==> src/inc/baud_sel_pkg.sv <==
// Shared constants and carriers for the serial baud source selection block.
// Assumes a single 200 MHz system clock domain and an APB register slave.
package baud_sel_pkg;

  // Register byte addresses
  localparam logic [7:0] ADDR_TMR_MODE  = 8'h00;  // timer_mode_reg
  localparam logic [7:0] ADDR_PWR_CTRL  = 8'h04;  // power_control_reg
  localparam logic [7:0] ADDR_T1_CTRL   = 8'h08;  // Timer 1 run/prescale
  localparam logic [7:0] ADDR_T2_CTRL   = 8'h0c;  // timer2_control_reg
  localparam logic [7:0] ADDR_T2_CAP    = 8'h10;  // capture high/low
  localparam logic [7:0] ADDR_UART_CTRL = 8'h14;  // mode, ninth bit, brg sel
  localparam logic [7:0] ADDR_STATUS    = 8'h18;  // live state

  // Field positions
  localparam int DOUBLER_BIT  = 7;  // baud_doubler in power_control_reg
  localparam int T2_TXSEL_BIT = 4;  // t2_tx_clock_sel
  localparam int T2_RXSEL_BIT = 5;  // receive clock select
  localparam int T2_RUN_BIT   = 2;
  localparam int T1_MODE_LSB  = 4;  // upper nibble of timer_mode_reg
  localparam int T1_RUN_BIT   = 0;
  localparam int T1_EXT_BIT   = 1;  // count external events
  localparam int TPS_LSB      = 4;
  localparam int NINTH_BIT    = 0;
  localparam int SMODE_LSB    = 1;
  localparam int BRG_TX_BIT   = 3;
  localparam int BRG_RX_BIT   = 4;

  // Fixed dividers
  localparam logic [4:0] DIV_MODE0 = 5'h03;  // divide by 4
  localparam logic [4:0] DIV_ASYNC = 5'h1f;  // divide by 32
  localparam logic [4:0] DIV_T2    = 5'h0f;  // divide by 16

  // Timer 1 mode-2 upper nibble and serial mode codes
  localparam logic [3:0] T1_AUTO_RELOAD = 4'h2;
  localparam logic [1:0] SMODE_0 = 2'h0;
  localparam logic [1:0] SMODE_1 = 2'h1;
  localparam logic [1:0] SMODE_3 = 2'h3;

  localparam logic [31:0] ZERO_WORD = 32'h0000_0000;

  // Configuration gathered from the register file
  typedef struct packed {
    logic [3:0]  t1_mode_nib;
    logic        t1_run;
    logic        t1_ext;
    logic [2:0]  prescale;
    logic        doubler;
    logic        t2_run;
    logic        t2_tx_sel;
    logic        t2_rx_sel;
    logic [15:0] t2_cap;
    logic        ninth_tx_bit;
    logic [1:0]  serial_mode;
    logic        brg_tx_sel;
    logic        brg_rx_sel;
  } baud_cfg_t;

  // Selected clock source per direction
  typedef enum logic [1:0] {SRC_FIXED, SRC_T1, SRC_T2, SRC_BRG} src_t;

endpackage : baud_sel_pkg

==> src/baud_timer_core.sv <==
// Timer 1 (modes 0..2) and Timer 2 baud-generator counter.
// Assumes events are already synchronised to mclk.
`timescale 1ns/1ps
module baud_timer_core
  import baud_sel_pkg::*;
(
  // Clock and reset
  input  wire logic       mclk,
  input  wire logic       nrst,
  // Configuration and external count event
  input  wire baud_cfg_t  cfg,
  input  wire logic       t1_event,
  // Overflow pulses
  output logic            t1_ovf,
  output logic            t2_ovf
);

  typedef struct packed {
    logic [2:0]  pre;
    logic [15:0] t1;
    logic [15:0] t2;
    logic        t1_ovf;
    logic        t2_ovf;
  } core_st_t;

  core_st_t st_r, st_nxt;
  logic     tick;

  // Next state: prescaled Timer 1 tick, unscaled Timer 2 rollover
  always_comb begin
    st_nxt        = st_r;
    st_nxt.t1_ovf = 1'b0;
    st_nxt.t2_ovf = 1'b0;
    tick          = 1'b0;
    if (cfg.t1_ext) begin
      tick = t1_event;                      // Counter operation
    end else if (st_r.pre >= cfg.prescale) begin
      tick = 1'b1;                          // Divide by prescale+1
    end
    if (cfg.t1_ext || st_r.pre >= cfg.prescale) begin
      st_nxt.pre = 3'h0;
    end else begin
      st_nxt.pre = st_r.pre + 3'h1;
    end
    if (cfg.t1_run && tick) begin
      case (cfg.t1_mode_nib[1:0])
        2'h2: begin                         // 8-bit auto reload
          if (st_r.t1[7:0] == 8'hff) begin
            st_nxt.t1[7:0] = st_r.t1[15:8];
            st_nxt.t1_ovf  = 1'b1;
          end else begin
            st_nxt.t1[7:0] = st_r.t1[7:0] + 8'h01;
          end
        end
        2'h0: begin                         // 13-bit count
          st_nxt.t1[12:0] = st_r.t1[12:0] + 13'h0001;
          st_nxt.t1_ovf   = (st_r.t1[12:0] == 13'h1fff);
        end
        default: begin                      // 16-bit count
          st_nxt.t1     = st_r.t1 + 16'h0001;
          st_nxt.t1_ovf = (st_r.t1 == 16'hffff);
        end
      endcase
    end
    // Timer 2 ignores prescale and double speed
    if (!cfg.t2_run) begin
      st_nxt.t2 = cfg.t2_cap;
    end else if (st_r.t2 == 16'hffff) begin
      st_nxt.t2     = cfg.t2_cap;           // Reload from capture
      st_nxt.t2_ovf = 1'b1;
    end else begin
      st_nxt.t2 = st_r.t2 + 16'h0001;
    end
  end

  // State register; the reload byte is the Timer 1 high byte, which no bus write reaches
  always_ff @(posedge mclk or negedge nrst) begin
    if (!nrst) begin
      st_r <= '0;
    end else begin
      st_r <= st_nxt;
    end
  end

  assign t1_ovf = st_r.t1_ovf;
  assign t2_ovf = st_r.t2_ovf;

endmodule : baud_timer_core

==> src/baud_div.sv <==
// Divider chain turning a selected overflow pulse into a bit-rate tick.
// Assumes the pulse is one mclk cycle wide.
`timescale 1ns/1ps
module baud_div
  import baud_sel_pkg::*;
(
  // Clock and reset
  input  wire logic       mclk,
  input  wire logic       nrst,
  // Source pulse and terminal count
  input  wire logic       src_pulse,
  input  wire logic [4:0] term,
  // Bit tick
  output logic            bit_tick
);

  typedef struct packed {
    logic [4:0] cnt;
    logic       tick;
  } div_st_t;

  div_st_t st_r, st_nxt;

  // Count source pulses up to the terminal value
  always_comb begin
    st_nxt      = st_r;
    st_nxt.tick = 1'b0;
    if (src_pulse) begin
      if (st_r.cnt >= term) begin
        st_nxt.cnt  = 5'h00;
        st_nxt.tick = 1'b1;
      end else begin
        st_nxt.cnt = st_r.cnt + 5'h01;
      end
    end
  end

  always_ff @(posedge mclk or negedge nrst) begin
    if (!nrst) begin
      st_r <= '0;
    end else begin
      st_r <= st_nxt;
    end
  end

  assign bit_tick = st_r.tick;

endmodule : baud_div

==> src/uart_baud_timer_select.sv <==
// Baud source selection for the serial port: Timer 1, Timer 2 or the
// internal generator feed independent transmit and receive dividers.
// Assumes an APB master on mclk and a generator tick from outside.
//
// Added by the designer: the APB interface to the registers and the address map.
`timescale 1ns/1ps
module uart_baud_timer_select
  import baud_sel_pkg::*;
(
  // Clock and reset
  input  wire logic        mclk,
  input  wire logic        nrst,
  // APB slave
  input  wire logic        psel,
  input  wire logic        penable,
  input  wire logic        pwrite,
  input  wire logic [7:0]  paddr,
  input  wire logic [31:0] pwdata,
  output logic      [31:0] prdata,
  output logic             pready,
  output logic             pslverr,
  // External Timer 1 count pin and internal generator tick
  input  wire logic        t1_pin,
  input  wire logic        brg_tick,
  // Bit-rate ticks to the transmitter and receiver
  output logic             tx_bit_tick,
  output logic             rx_bit_tick
);

  ////////////////////////////////////////////////////////////////////////
  // State
  //
  // Register map: one aligned 32-bit word each, unused bits read zero.
  //   00 timer mode      [7:4] Timer 1 mode nibble
  //   04 power control   [7] baud doubler
  //   08 Timer 1 control [0] run, [1] count pin edges, [6:4] prescale
  //   0c Timer 2 control [2] run, [4] tx select, [5] rx select
  //   10 capture         [15:0] Timer 2 reload word
  //   14 serial control  [0] ninth bit, [2:1] mode, [3] gen tx, [4] gen rx
  //   18 status, ro      [1:0] tx source, [3:2] rx source, [4] count pin
  // Source codes: 0 fixed (no tick here), 1 Timer 1, 2 Timer 2,
  // 3 internal generator. Writes to status and to unmapped words
  // change nothing; unmapped words also raise pslverr.
  //
  // Bit periods in mclk cycles, with P the cycles between overflows:
  //   mode 0, ninth bit set   4 P, or 2 P with the doubler
  //   modes 1/3 on Timer 1    32 P, or 16 P with the doubler
  //   modes 1/3 on Timer 2    16 P, doubler ignored
  //   modes 1/3 on generator  32 beats, or 16 beats with the doubler
  //   Timer 1 auto-reload     P = 256 ticks times (prescale + 1)
  //   Timer 2                 P = 65536 - capture
  // Mode 0 with the ninth bit clear runs from a fixed divider that lives
  // outside this block, so no tick comes from here then.
  //
  // Limitation: the Timer 1 reload byte is not writable from the bus.
  // Only 13- and 16-bit counting move it off its reset zero; while zero, auto-reload overflows every 256 Timer 1 ticks.
  // Hazard: a source switched mid-frame leaves a stale divider count,
  // so the first tick after a switch may come early; switch between
  // frames.

  typedef struct packed {
    baud_cfg_t   cfg;
    logic [1:0]  pin_sync;
    logic        pin_prev;
    logic [31:0] rdata;
    logic        slverr;
  } top_st_t;

  top_st_t     st_r, st_nxt;
  logic        t1_ovf, t2_ovf;
  logic        tx_src, rx_src;
  logic [4:0]  tx_term, rx_term;
  src_t        tx_sel, rx_sel;
  logic        acc, wr, rd, hit;
  logic        t1_event;

  // Terminal count from a base divider, halved by the doubler
  // Bases are one less than the divide ratio, so a shift halves the ratio
  function automatic logic [4:0] div_term(input logic [4:0] base,
                                          input logic       dbl);
    div_term = dbl ? (base >> 1) : base;
  endfunction : div_term

  // Decode whether a byte address is mapped
  // Only whole, aligned words decode; byte offsets inside a word miss
  function automatic logic mapped(input logic [7:0] a);
    mapped = (a == ADDR_TMR_MODE) || (a == ADDR_PWR_CTRL) ||
             (a == ADDR_T1_CTRL) || (a == ADDR_T2_CTRL) ||
             (a == ADDR_T2_CAP) || (a == ADDR_UART_CTRL) ||
             (a == ADDR_STATUS);
  endfunction : mapped

  ////////////////////////////////////////////////////////////////////////
  // Bus decode: zero wait states, answer in the access phase
  //
  // Setup cycle: the address is decoded and read data latched at its
  // edge, so prdata already stands when the access phase begins.
  // Access cycle: pready is always high, a write lands at its edge.
  // The decode is registered so that pslverr does not ripple from paddr.
  // Back-to-back transfers are fine: each setup relatches the decode.

  assign acc      = psel && penable;
  assign wr       = acc && pwrite;
  assign rd       = psel && !penable && !pwrite;
  assign hit      = mapped(paddr);
  assign pready   = 1'b1;
  assign prdata   = st_r.rdata;
  assign pslverr  = acc && st_r.slverr;
  // Rising edge of the synchronised count pin; pin_prev resets low like
  // the idle pin, so no false edge follows reset
  // Pin edges are counted only when Timer 1 is set to count events
  assign t1_event = st_r.pin_sync[1] && !st_r.pin_prev;

  ////////////////////////////////////////////////////////////////////////
  // Source selection per direction
  // Transmit and receive each pick a source and a terminal count, then
  // feed their own divider, so they may run at different rates.
  // In mode 0 both directions share one source and one divider ratio.
  // Generator beats arrive from outside as one-cycle pulses on mclk.

  always_comb begin
    // Generator first, then Timer 2, else Timer 1
    if (st_r.cfg.serial_mode == SMODE_0) begin
      tx_sel = st_r.cfg.ninth_tx_bit ? SRC_T1 : SRC_FIXED;
      rx_sel = tx_sel;
    end else begin
      if (st_r.cfg.brg_tx_sel) begin
        tx_sel = SRC_BRG;
      end else if (st_r.cfg.t2_tx_sel) begin
        tx_sel = SRC_T2;
      end else begin
        tx_sel = SRC_T1;
      end
      if (st_r.cfg.brg_rx_sel) begin
        rx_sel = SRC_BRG;
      end else if (st_r.cfg.t2_rx_sel) begin
        rx_sel = SRC_T2;
      end else begin
        rx_sel = SRC_T1;
      end
    end
  end

  // Pulse and divider per source; mode 0 divides by 4, or by 2 with the doubler
  always_comb begin
    case (tx_sel)
      SRC_T1:  tx_src = t1_ovf;
      SRC_T2:  tx_src = t2_ovf;
      SRC_BRG: tx_src = brg_tick;
      default: tx_src = 1'b0;               // Fixed rate lives elsewhere
    endcase
    case (rx_sel)
      SRC_T1:  rx_src = t1_ovf;
      SRC_T2:  rx_src = t2_ovf;
      SRC_BRG: rx_src = brg_tick;
      default: rx_src = 1'b0;
    endcase
    if (st_r.cfg.serial_mode == SMODE_0) begin
      tx_term = div_term(DIV_MODE0, st_r.cfg.doubler);
    end else if (tx_sel == SRC_T2) begin
      tx_term = DIV_T2;                     // No doubler
    end else begin
      tx_term = div_term(DIV_ASYNC, st_r.cfg.doubler);
    end
    if (st_r.cfg.serial_mode == SMODE_0) begin
      rx_term = tx_term;
    end else if (rx_sel == SRC_T2) begin
      rx_term = DIV_T2;
    end else begin
      rx_term = div_term(DIV_ASYNC, st_r.cfg.doubler);
    end
  end

  ////////////////////////////////////////////////////////////////////////
  // Register file and pin synchroniser

  always_comb begin
    st_nxt          = st_r;
    st_nxt.pin_sync = {st_r.pin_sync[0], t1_pin};
    st_nxt.pin_prev = st_r.pin_sync[1];
    // Setup cycle: latch the decode and clear the read word
    if (psel && !penable) begin
      st_nxt.slverr = !hit;
      st_nxt.rdata  = ZERO_WORD;
    end
    // Read mux: mapped words only, fields in their low bits
    if (rd && hit) begin
      case (paddr)
        ADDR_TMR_MODE:  st_nxt.rdata[7:4] = st_r.cfg.t1_mode_nib;
        ADDR_PWR_CTRL:  st_nxt.rdata[DOUBLER_BIT] = st_r.cfg.doubler;
        ADDR_T1_CTRL: begin
          st_nxt.rdata[T1_RUN_BIT] = st_r.cfg.t1_run;
          st_nxt.rdata[T1_EXT_BIT] = st_r.cfg.t1_ext;
          st_nxt.rdata[TPS_LSB +: 3] = st_r.cfg.prescale;
        end
        ADDR_T2_CTRL: begin
          st_nxt.rdata[T2_RUN_BIT]   = st_r.cfg.t2_run;
          st_nxt.rdata[T2_TXSEL_BIT] = st_r.cfg.t2_tx_sel;
          st_nxt.rdata[T2_RXSEL_BIT] = st_r.cfg.t2_rx_sel;
        end
        ADDR_T2_CAP:    st_nxt.rdata[15:0] = st_r.cfg.t2_cap;
        ADDR_UART_CTRL: begin
          st_nxt.rdata[NINTH_BIT]      = st_r.cfg.ninth_tx_bit;
          st_nxt.rdata[SMODE_LSB +: 2] = st_r.cfg.serial_mode;
          st_nxt.rdata[BRG_TX_BIT]     = st_r.cfg.brg_tx_sel;
          st_nxt.rdata[BRG_RX_BIT]     = st_r.cfg.brg_rx_sel;
        end
        default: begin                      // Status: live sources
          st_nxt.rdata[1:0] = tx_sel;
          st_nxt.rdata[3:2] = rx_sel;
          st_nxt.rdata[4]   = st_r.pin_sync[1];
        end
      endcase
    end
    // Writes land at the access edge; refused words are never stored
    if (wr && hit) begin
      case (paddr)
        ADDR_TMR_MODE:  st_nxt.cfg.t1_mode_nib = pwdata[T1_MODE_LSB +: 4];
        ADDR_PWR_CTRL:  st_nxt.cfg.doubler = pwdata[DOUBLER_BIT];
        ADDR_T1_CTRL: begin
          st_nxt.cfg.t1_run   = pwdata[T1_RUN_BIT];
          st_nxt.cfg.t1_ext   = pwdata[T1_EXT_BIT];
          st_nxt.cfg.prescale = pwdata[TPS_LSB +: 3];
        end
        ADDR_T2_CTRL: begin
          st_nxt.cfg.t2_run    = pwdata[T2_RUN_BIT];
          st_nxt.cfg.t2_tx_sel = pwdata[T2_TXSEL_BIT];
          st_nxt.cfg.t2_rx_sel = pwdata[T2_RXSEL_BIT];
        end
        ADDR_T2_CAP:    st_nxt.cfg.t2_cap = pwdata[15:0];
        ADDR_UART_CTRL: begin
          st_nxt.cfg.ninth_tx_bit = pwdata[NINTH_BIT];
          st_nxt.cfg.serial_mode  = pwdata[SMODE_LSB +: 2];
          st_nxt.cfg.brg_tx_sel   = pwdata[BRG_TX_BIT];
          st_nxt.cfg.brg_rx_sel   = pwdata[BRG_RX_BIT];
        end
        default: st_nxt.cfg = st_r.cfg;     // Status is read only
      endcase
    end
  end

  // Reset: every field clears, so both directions start in mode 0
  // with the ninth bit clear, both timers stopped and the doubler
  // off; no tick leaves the block until software programs a source.
  // Doubler and all controls clear at reset
  always_ff @(posedge mclk or negedge nrst) begin
    if (!nrst) begin
      st_r <= '0;
    end else begin
      st_r <= st_nxt;
    end
  end

  ////////////////////////////////////////////////////////////////////////
  // Timers and per-direction dividers

  // Timers see only registered configuration, so a write takes effect
  // one cycle after its access edge.
  // Timer 2 loads the capture word while stopped, so the first period
  // after it starts is already a full reload period.
  baud_timer_core u_timers (
    .mclk     (mclk),
    .nrst     (nrst),
    .cfg      (st_r.cfg),
    .t1_event (t1_event),
    .t1_ovf   (t1_ovf),
    .t2_ovf   (t2_ovf)
  );

  // Transmit divider
  baud_div u_tx_div (
    .mclk      (mclk),
    .nrst      (nrst),
    .src_pulse (tx_src),
    .term      (tx_term),
    .bit_tick  (tx_bit_tick)
  );

  // Receive divider runs apart from transmit
  baud_div u_rx_div (
    .mclk      (mclk),
    .nrst      (nrst),
    .src_pulse (rx_src),
    .term      (rx_term),
    .bit_tick  (rx_bit_tick)
  );

endmodule : uart_baud_timer_select

==> config.mk <==
export PLATFORM = sky130hd
export DESIGN_NAME = uart_baud_timer_select
export DESIGN_NICKNAME = d
export VERILOG_FILES = /design/src/inc/baud_sel_pkg.sv /design/src/baud_timer_core.sv /design/src/baud_div.sv /design/src/uart_baud_timer_select.sv
export SDC_FILE = /design/constraint.sdc
export NUM_CORES = 1
export LEC_CHECK = 0
export BUFFER_PORTS_ARGS = -buffer_cell sky130_fd_sc_hd__buf_2
export CORE_MARGIN = 5
export CORE_UTILIZATION = 45
export CTS_CLUSTER_DIAMETER = 60
export DETAILED_ROUTE_END_ITERATION = 6
export PLACE_DENSITY = 0.68
export SLEW_MARGIN = 20
export SYNTH_ARGS = -nofsm -noshare
export SYNTH_HDL_FRONTEND = slang
export SYNTH_SLANG_ARGS = --single-unit
==> constraint.sdc <==
create_clock -name mclk -period 2.2 [get_ports mclk]
set_input_delay 0.11 -clock mclk [delete_from_list [all_inputs] [get_ports mclk]]
set_output_delay 0.11 -clock mclk [all_outputs]
set_load 0.01 [all_outputs]
Word level (Yosys, flattened, before mapping). Index checks and enable logic that the tools add are counted.

RAM bits: 0. Output and inout bits: 36. Input bits: 47. Memories kept: 0. Memory bits (read-only): 0. Bits in registers: 103. Bits in latches: 0. Word-level logic and storage cells: 136.

Bitwise operators: 2. Multiplexer cells: 44. Magnitude comparators: 3. Multipliers: 0. Reduce and logical (&&, ||, !) cells: 35. Div/mod/pow operators: 0. Eq/ne operators: 17. Shifts and indexed selects: 0. Add/subtract/negate cells: 7.

Operators by type and width (count): $mux W16 (3); $mux W5 (7); $add A16 B1 Y16 const B (2); $eq A16 B16 Y1 const B (2); $eq A8 B5 Y1 const B (3); $mux W17 (1); $eq A8 B4 Y1 const B (2); $mux W8 (2); $pmux W8 S2 (1); $reduce_and A2 Y1 (8); $pmux W1 S3 (5); $mux W2 (7); $add A13 B1 Y13 const B (1); $eq A13 B13 Y1 const B (1); $mux W1 (11); $add A5 B1 Y5 const B (2); $eq A2 B2 Y1 const B (5); $ge A5 B5 Y1 (2); $pmux W5 S2 (1); $logic_and A1 B1 Y1 (9); $add A8 B1 Y8 const B (1); $eq A8 B3 Y1 const B (1); $eq A8 B8 Y1 const B (1); $logic_not A8 Y1 (1); other kinds (15) (29).

Longest topological paths before layout.
Depth after elaboration: 11. Mapped depth: 9. Mapped depth without buffers: 9.

Cells and area by module. Synthesis repeated with hierarchy kept, for this count alone.

Cells, all modules: 549. Area total of the unflattened synthesis: 5622.9 µm².

Modules (own cells, without submodules): uart_baud_timer_select (area an instance 2731.4 µm², times used 1, seq. area each 1351.3 µm², cells each 238); baud_timer_core (area an instance 1990.7 µm², times used 1, seq. area each 925.9 µm², cells each 217); baud_div (area an instance 450.4 µm², times used 2, seq. area each 150.1 µm², cells each 47).

Worst setup path after synthesis. No wires, ideal clock.

Path kind: flip-flop to flip-flop. Start point: register st_r[38] (netlist bit). End point: register u_tx_div.st_r[4] (netlist bit). Stages on the path, launching flop included: 10. Setup time: 70 ps. Clock period less this slack: 2433 ps. Arrival: 2363 ps. Path buffers: 0. Data required time: 2130 ps. Setup slack: -233 ps. Cell sequence: dfrtp_1 or2_2 inv_2 and2_1 ha_1 nand3_1 a21oi_1 a211oi_1 or4b_1 nand3_1.

Longest elaborated chain between the ends: 7. Elaborated cells between the ends (all ways): 10. Classes of those cells: order compare: 1; eq/ne: 3; mux: 5; reduce/logical: 1.

RTL lines: from (decl) (line uart_baud_timer_select.sv:69) `top_st_t st_r, st_nxt;`; from (signal assigned) (line uart_baud_timer_select.sv:250) `st_r <= st_nxt;`; $logic_not A2 Y1 (*) (line uart_baud_timer_select.sv:123, uart_baud_timer_select.sv:158); $mux W2 (line uart_baud_timer_select.sv:123) `if (st_r.cfg.serial_mode == SMODE_0) begin`; $eq A2 B2 Y1 (line uart_baud_timer_select.sv:146, uart_baud_timer_select.sv:160); $mux W5 (line uart_baud_timer_select.sv:160) `end else if (tx_sel == SRC_T2) begin`; $mux W5 (line uart_baud_timer_select.sv:158) `if (st_r.cfg.serial_mode == SMODE_0) begin`; $ge A5 B5 Y1 (line baud_div.sv:29) `if (st_r.cnt >= term) begin`; $mux W5 (line baud_div.sv:29); to (signal assigned) (line baud_div.sv:42) `st_r <= st_nxt;`; to (decl) (line baud_div.sv:22) `div_st_t st_r, st_nxt;`.

Mark *: on every way between the ends. The rest lies on a longest branch, timed or not. A chain may end at the register's enable or synchronous reset.

Worst setup path in the final report. Same ends and word-level chain as after synthesis.

==> metrics <==
Die H=120 microns; Setup Viol. Count Final=0; ANT nets after route=0; detailed-route via count=4,066; initial antenna violation count=0; DRC=0; Tightest Hold Check Type=input pin to flip-flop; number of synthesized register bits=103; CTS tree=yes; Starting DRT DRC Count=204; Post-synth EDFFs=0; Skew-Pair Late Insertion Delay=0.35 ns; share of cells above drive strength 1=0.252; RD Place Congestion=0.886; Remaining Overflow, GRT=0; GRT Overall Usage=0.171; Site Rows=40; detailed placement HPWL=8820 microns; most frequent cells in the layout=102 x dfrtp_1, 62 x nand2_1, 48 x buf_2, 42 x mux2_2, 33 x o21ai_0; clk slew on worst S/H paths=0.07 ns; Clock power frac=0.418; startpoint types=flip-flop; Max Cap Viol=0; Port Buffers=49; core area=12,000 sq um; vias in the first global route=4,062; mapped cell area=5470 sq um; Internal=2.83 mW; H-tree lvl count=3; Post-synth ARST share=1.00; Top FF cell, synth=dfrtp_1; distinct cell type count after synthesis=58; most common cell after layout, fill and taps aside=dfrtp_1; Routed WL=12,000 microns; CTS Sinks=103; Final period util=0.955; Root Buffer=clkbuf_16; syn avg cell area=10.3 sq um; # fillers=1,080; Clock Path Buffers=2; 1st-pass router iterations=4; area grow syn2layout=14.4%; final hold violations=0; largest net degree at the start of global routing=47; first-pass GRT wire length=20,000 microns; Worst Clk Skew=0.00866 ns; Max-slew headroom=0.597; Crit path required time=2.48 ns; combinational share of power=0.064; Cells after Synth=529; P_leak=2.88 nW; grt met2 use=0.286; Sw Share=0.246; die width=120 microns; ant diodes=0; status=finished clean; register area share after synthesis=0.471; Vias per Instance=5.50; Slew Viols, Final=0; worst path arrival time=2.38 ns; Min Hold Slack=0.00999 ns; Least-Margin Pin Slew=0.604 ns; Starting Density=0.458; WL/cell=16.3 microns; path type of the worst setup path=flip-flop to flip-flop; CP Capture Type=flip-flop; Critical Path Fanout Max=10; Ys Warns=0; io pins=83; M1 GR Usage=0.225; grt peak-use layer=met2; total power=3.75 mW; GR Util met3=0.0393; sequential share of power=0.518; Switch Pwr=0.923 mW; Final nets=650; Fmax=476 MHz; Max IR drop VDD=0.358 mV; die area=14,500 sq um; Final min period=2.10 ns; Pwr per Cell Area=600 nW/um^2; CTS buffer count=9
power groups by stage:
stage,logic (mW),registers [mW],clock network [mW]
2_1_floorplan,0.134,1.97,0
3_3_place_gp,0.222,1.98,0
3_5_place_dp,0.228,1.98,0
4_1_cts,0.241,1.95,1.60
5_1_grt,0.273,1.95,1.69
6_report,0.240,1.95,1.57
cell usage after synthesis, types with 2 or more instances:
master       n  area [sq um]
dfrtp_1    103          2580
nand2_1     62           233
mux2_2      42           473
buf_4       35           263
o21ai_0     33           165
nand3_1     26           130
nor2_1      18          67.6
ha_1        16           200
inv_1       16          60.1
nor3_1      14          70.1
a21oi_1     12          60.1
xnor2_1     12           105
a22o_1      11          96.3
nand4_1     11          68.8
xor2_1      10          87.6
clkbuf_1     7          26.3
mux2i_1      7          70.1
a31oi_1      5          31.3
and3_1       5          31.3
buf_2        5          25.0
nand2b_1     5          31.3
o31ai_1      5          37.5
a22oi_1      4          30.0
and2_1       4          25.0
nor2b_1      4          25.0
nor4_1       4          25.0
o22ai_1      4          25.0
or3_1        4          25.0
and4_1       3          26.3
nor4_4       3          63.8
a211oi_1     2          15.0
a21boi_0     2          15.0
a2bb2oi_1    2          17.5
a32oi_1      2          17.5
and2_0       2          12.5
conb_1       2          7.51
nand3b_1     2          15.0
nand4b_1     2          17.5
nor3b_1      2          15.0
nor4b_1      2          17.5
or4_4        2          22.5
critical path, stage by stage, from the launching register on:
cell	delay (ns)
dfrtp_1	0.37
or2_4	0.16
clkinv_4	0.09
or3_4	0.39
ha_4	0.22
nand2_1	0.05
a21oi_1	0.04
a211oi_2	0.17
or4b_1	0.45
nand3_1	0.10
worst paths after layout:
path | to | cells past startpoint | slack (ns) | start
worst min register to register | st_nxt[33] | 0 | 0.35 | st_nxt[35]
worst max-delay path | u_tx_div.st_r[4] | 9 | 0.1 | st_r[38]
max in group asynchronous | st_r[38] | 3 | 1.23 | nrst
min in group asynchronous | u_timers.st_r[23] | 2 | 0.31 | nrst
worst max register to register | u_tx_div.st_r[4] | 9 | 0.1 | st_r[38]
worst min-delay path | st_r[54] | 2 | 0.01 | pwdata[13]
timing repair:
action / 4_1_cts / 5_1_grt
buffers inserted: 0 / 1
hold buffers: 9 / 0
setup endpoints to repair: 0 / 10
hold endpoints to repair: 52 / 0
resized for setup: 0 / 9
metal layers:
metal / wire (microns) / part of all wire / vias up
met4: 138 / 0.011 / 0
met2: 5780 / 0.48 / 96
met3: 667 / 0.055 / 9
met5: 0 / 0 / -
met1: 5430 / 0.45 / 2002
li1: - / - / 1959
cell type report:
type | count | area (sq um) | area share
Multi-Input combinational cell | 376 | 2620 | 0.419
Sequential cell | 103 | 2580 | 0.412
Timing Repair Buffer | 80 | 515 | 0.0824
Clock buffer | 10 | 239 | 0.0382
Tap cell | 147 | 184 | 0.0294
Inverter | 17 | 68.8 | 0.0110
Clock inverter | 6 | 52.6 | 0.00840
logic make-up after synthesis:
family,synth area share
flip-flops,0.471
AND/OR/NAND/NOR,0.179
buffers and inverters,0.0697
other,0.00137
XOR/XNOR,0.0352
multiplexers,0.0992
adder cells (fa/ha/maj),0.0366
AO/OA/AOI/OAI,0.108
stage by stage:
stage	setup slack [ns]	cell area, sq um	cells	TNS (ns)	utilization
floorplan	-0.0652	5540	544	-0.0652	-
global placement	0.0825	5820	713	0	0.487
detailed placement	0.0245	5820	713	0	0.487
CTS	0.0122	6200	738	0	0.519
global route	-0.0139	6260	739	-0.0139	0.523
finish	0.0983	6260	739	0	0.523
flip-flops by register name, indices dropped and copies added, names as in the netlist:
register	count
prdata	16
u_tx_div.bit_tick	1
u_timers.st_r	35
st_nxt	2
u_rx_div.st_r	5
st_r	36
u_tx_div.st_r	5
u_rx_div.bit_tick	1
u_timers.t2_ovf	1
u_timers.t1_ovf	1
No activity file was read; power rests on OpenSTA's default activity.
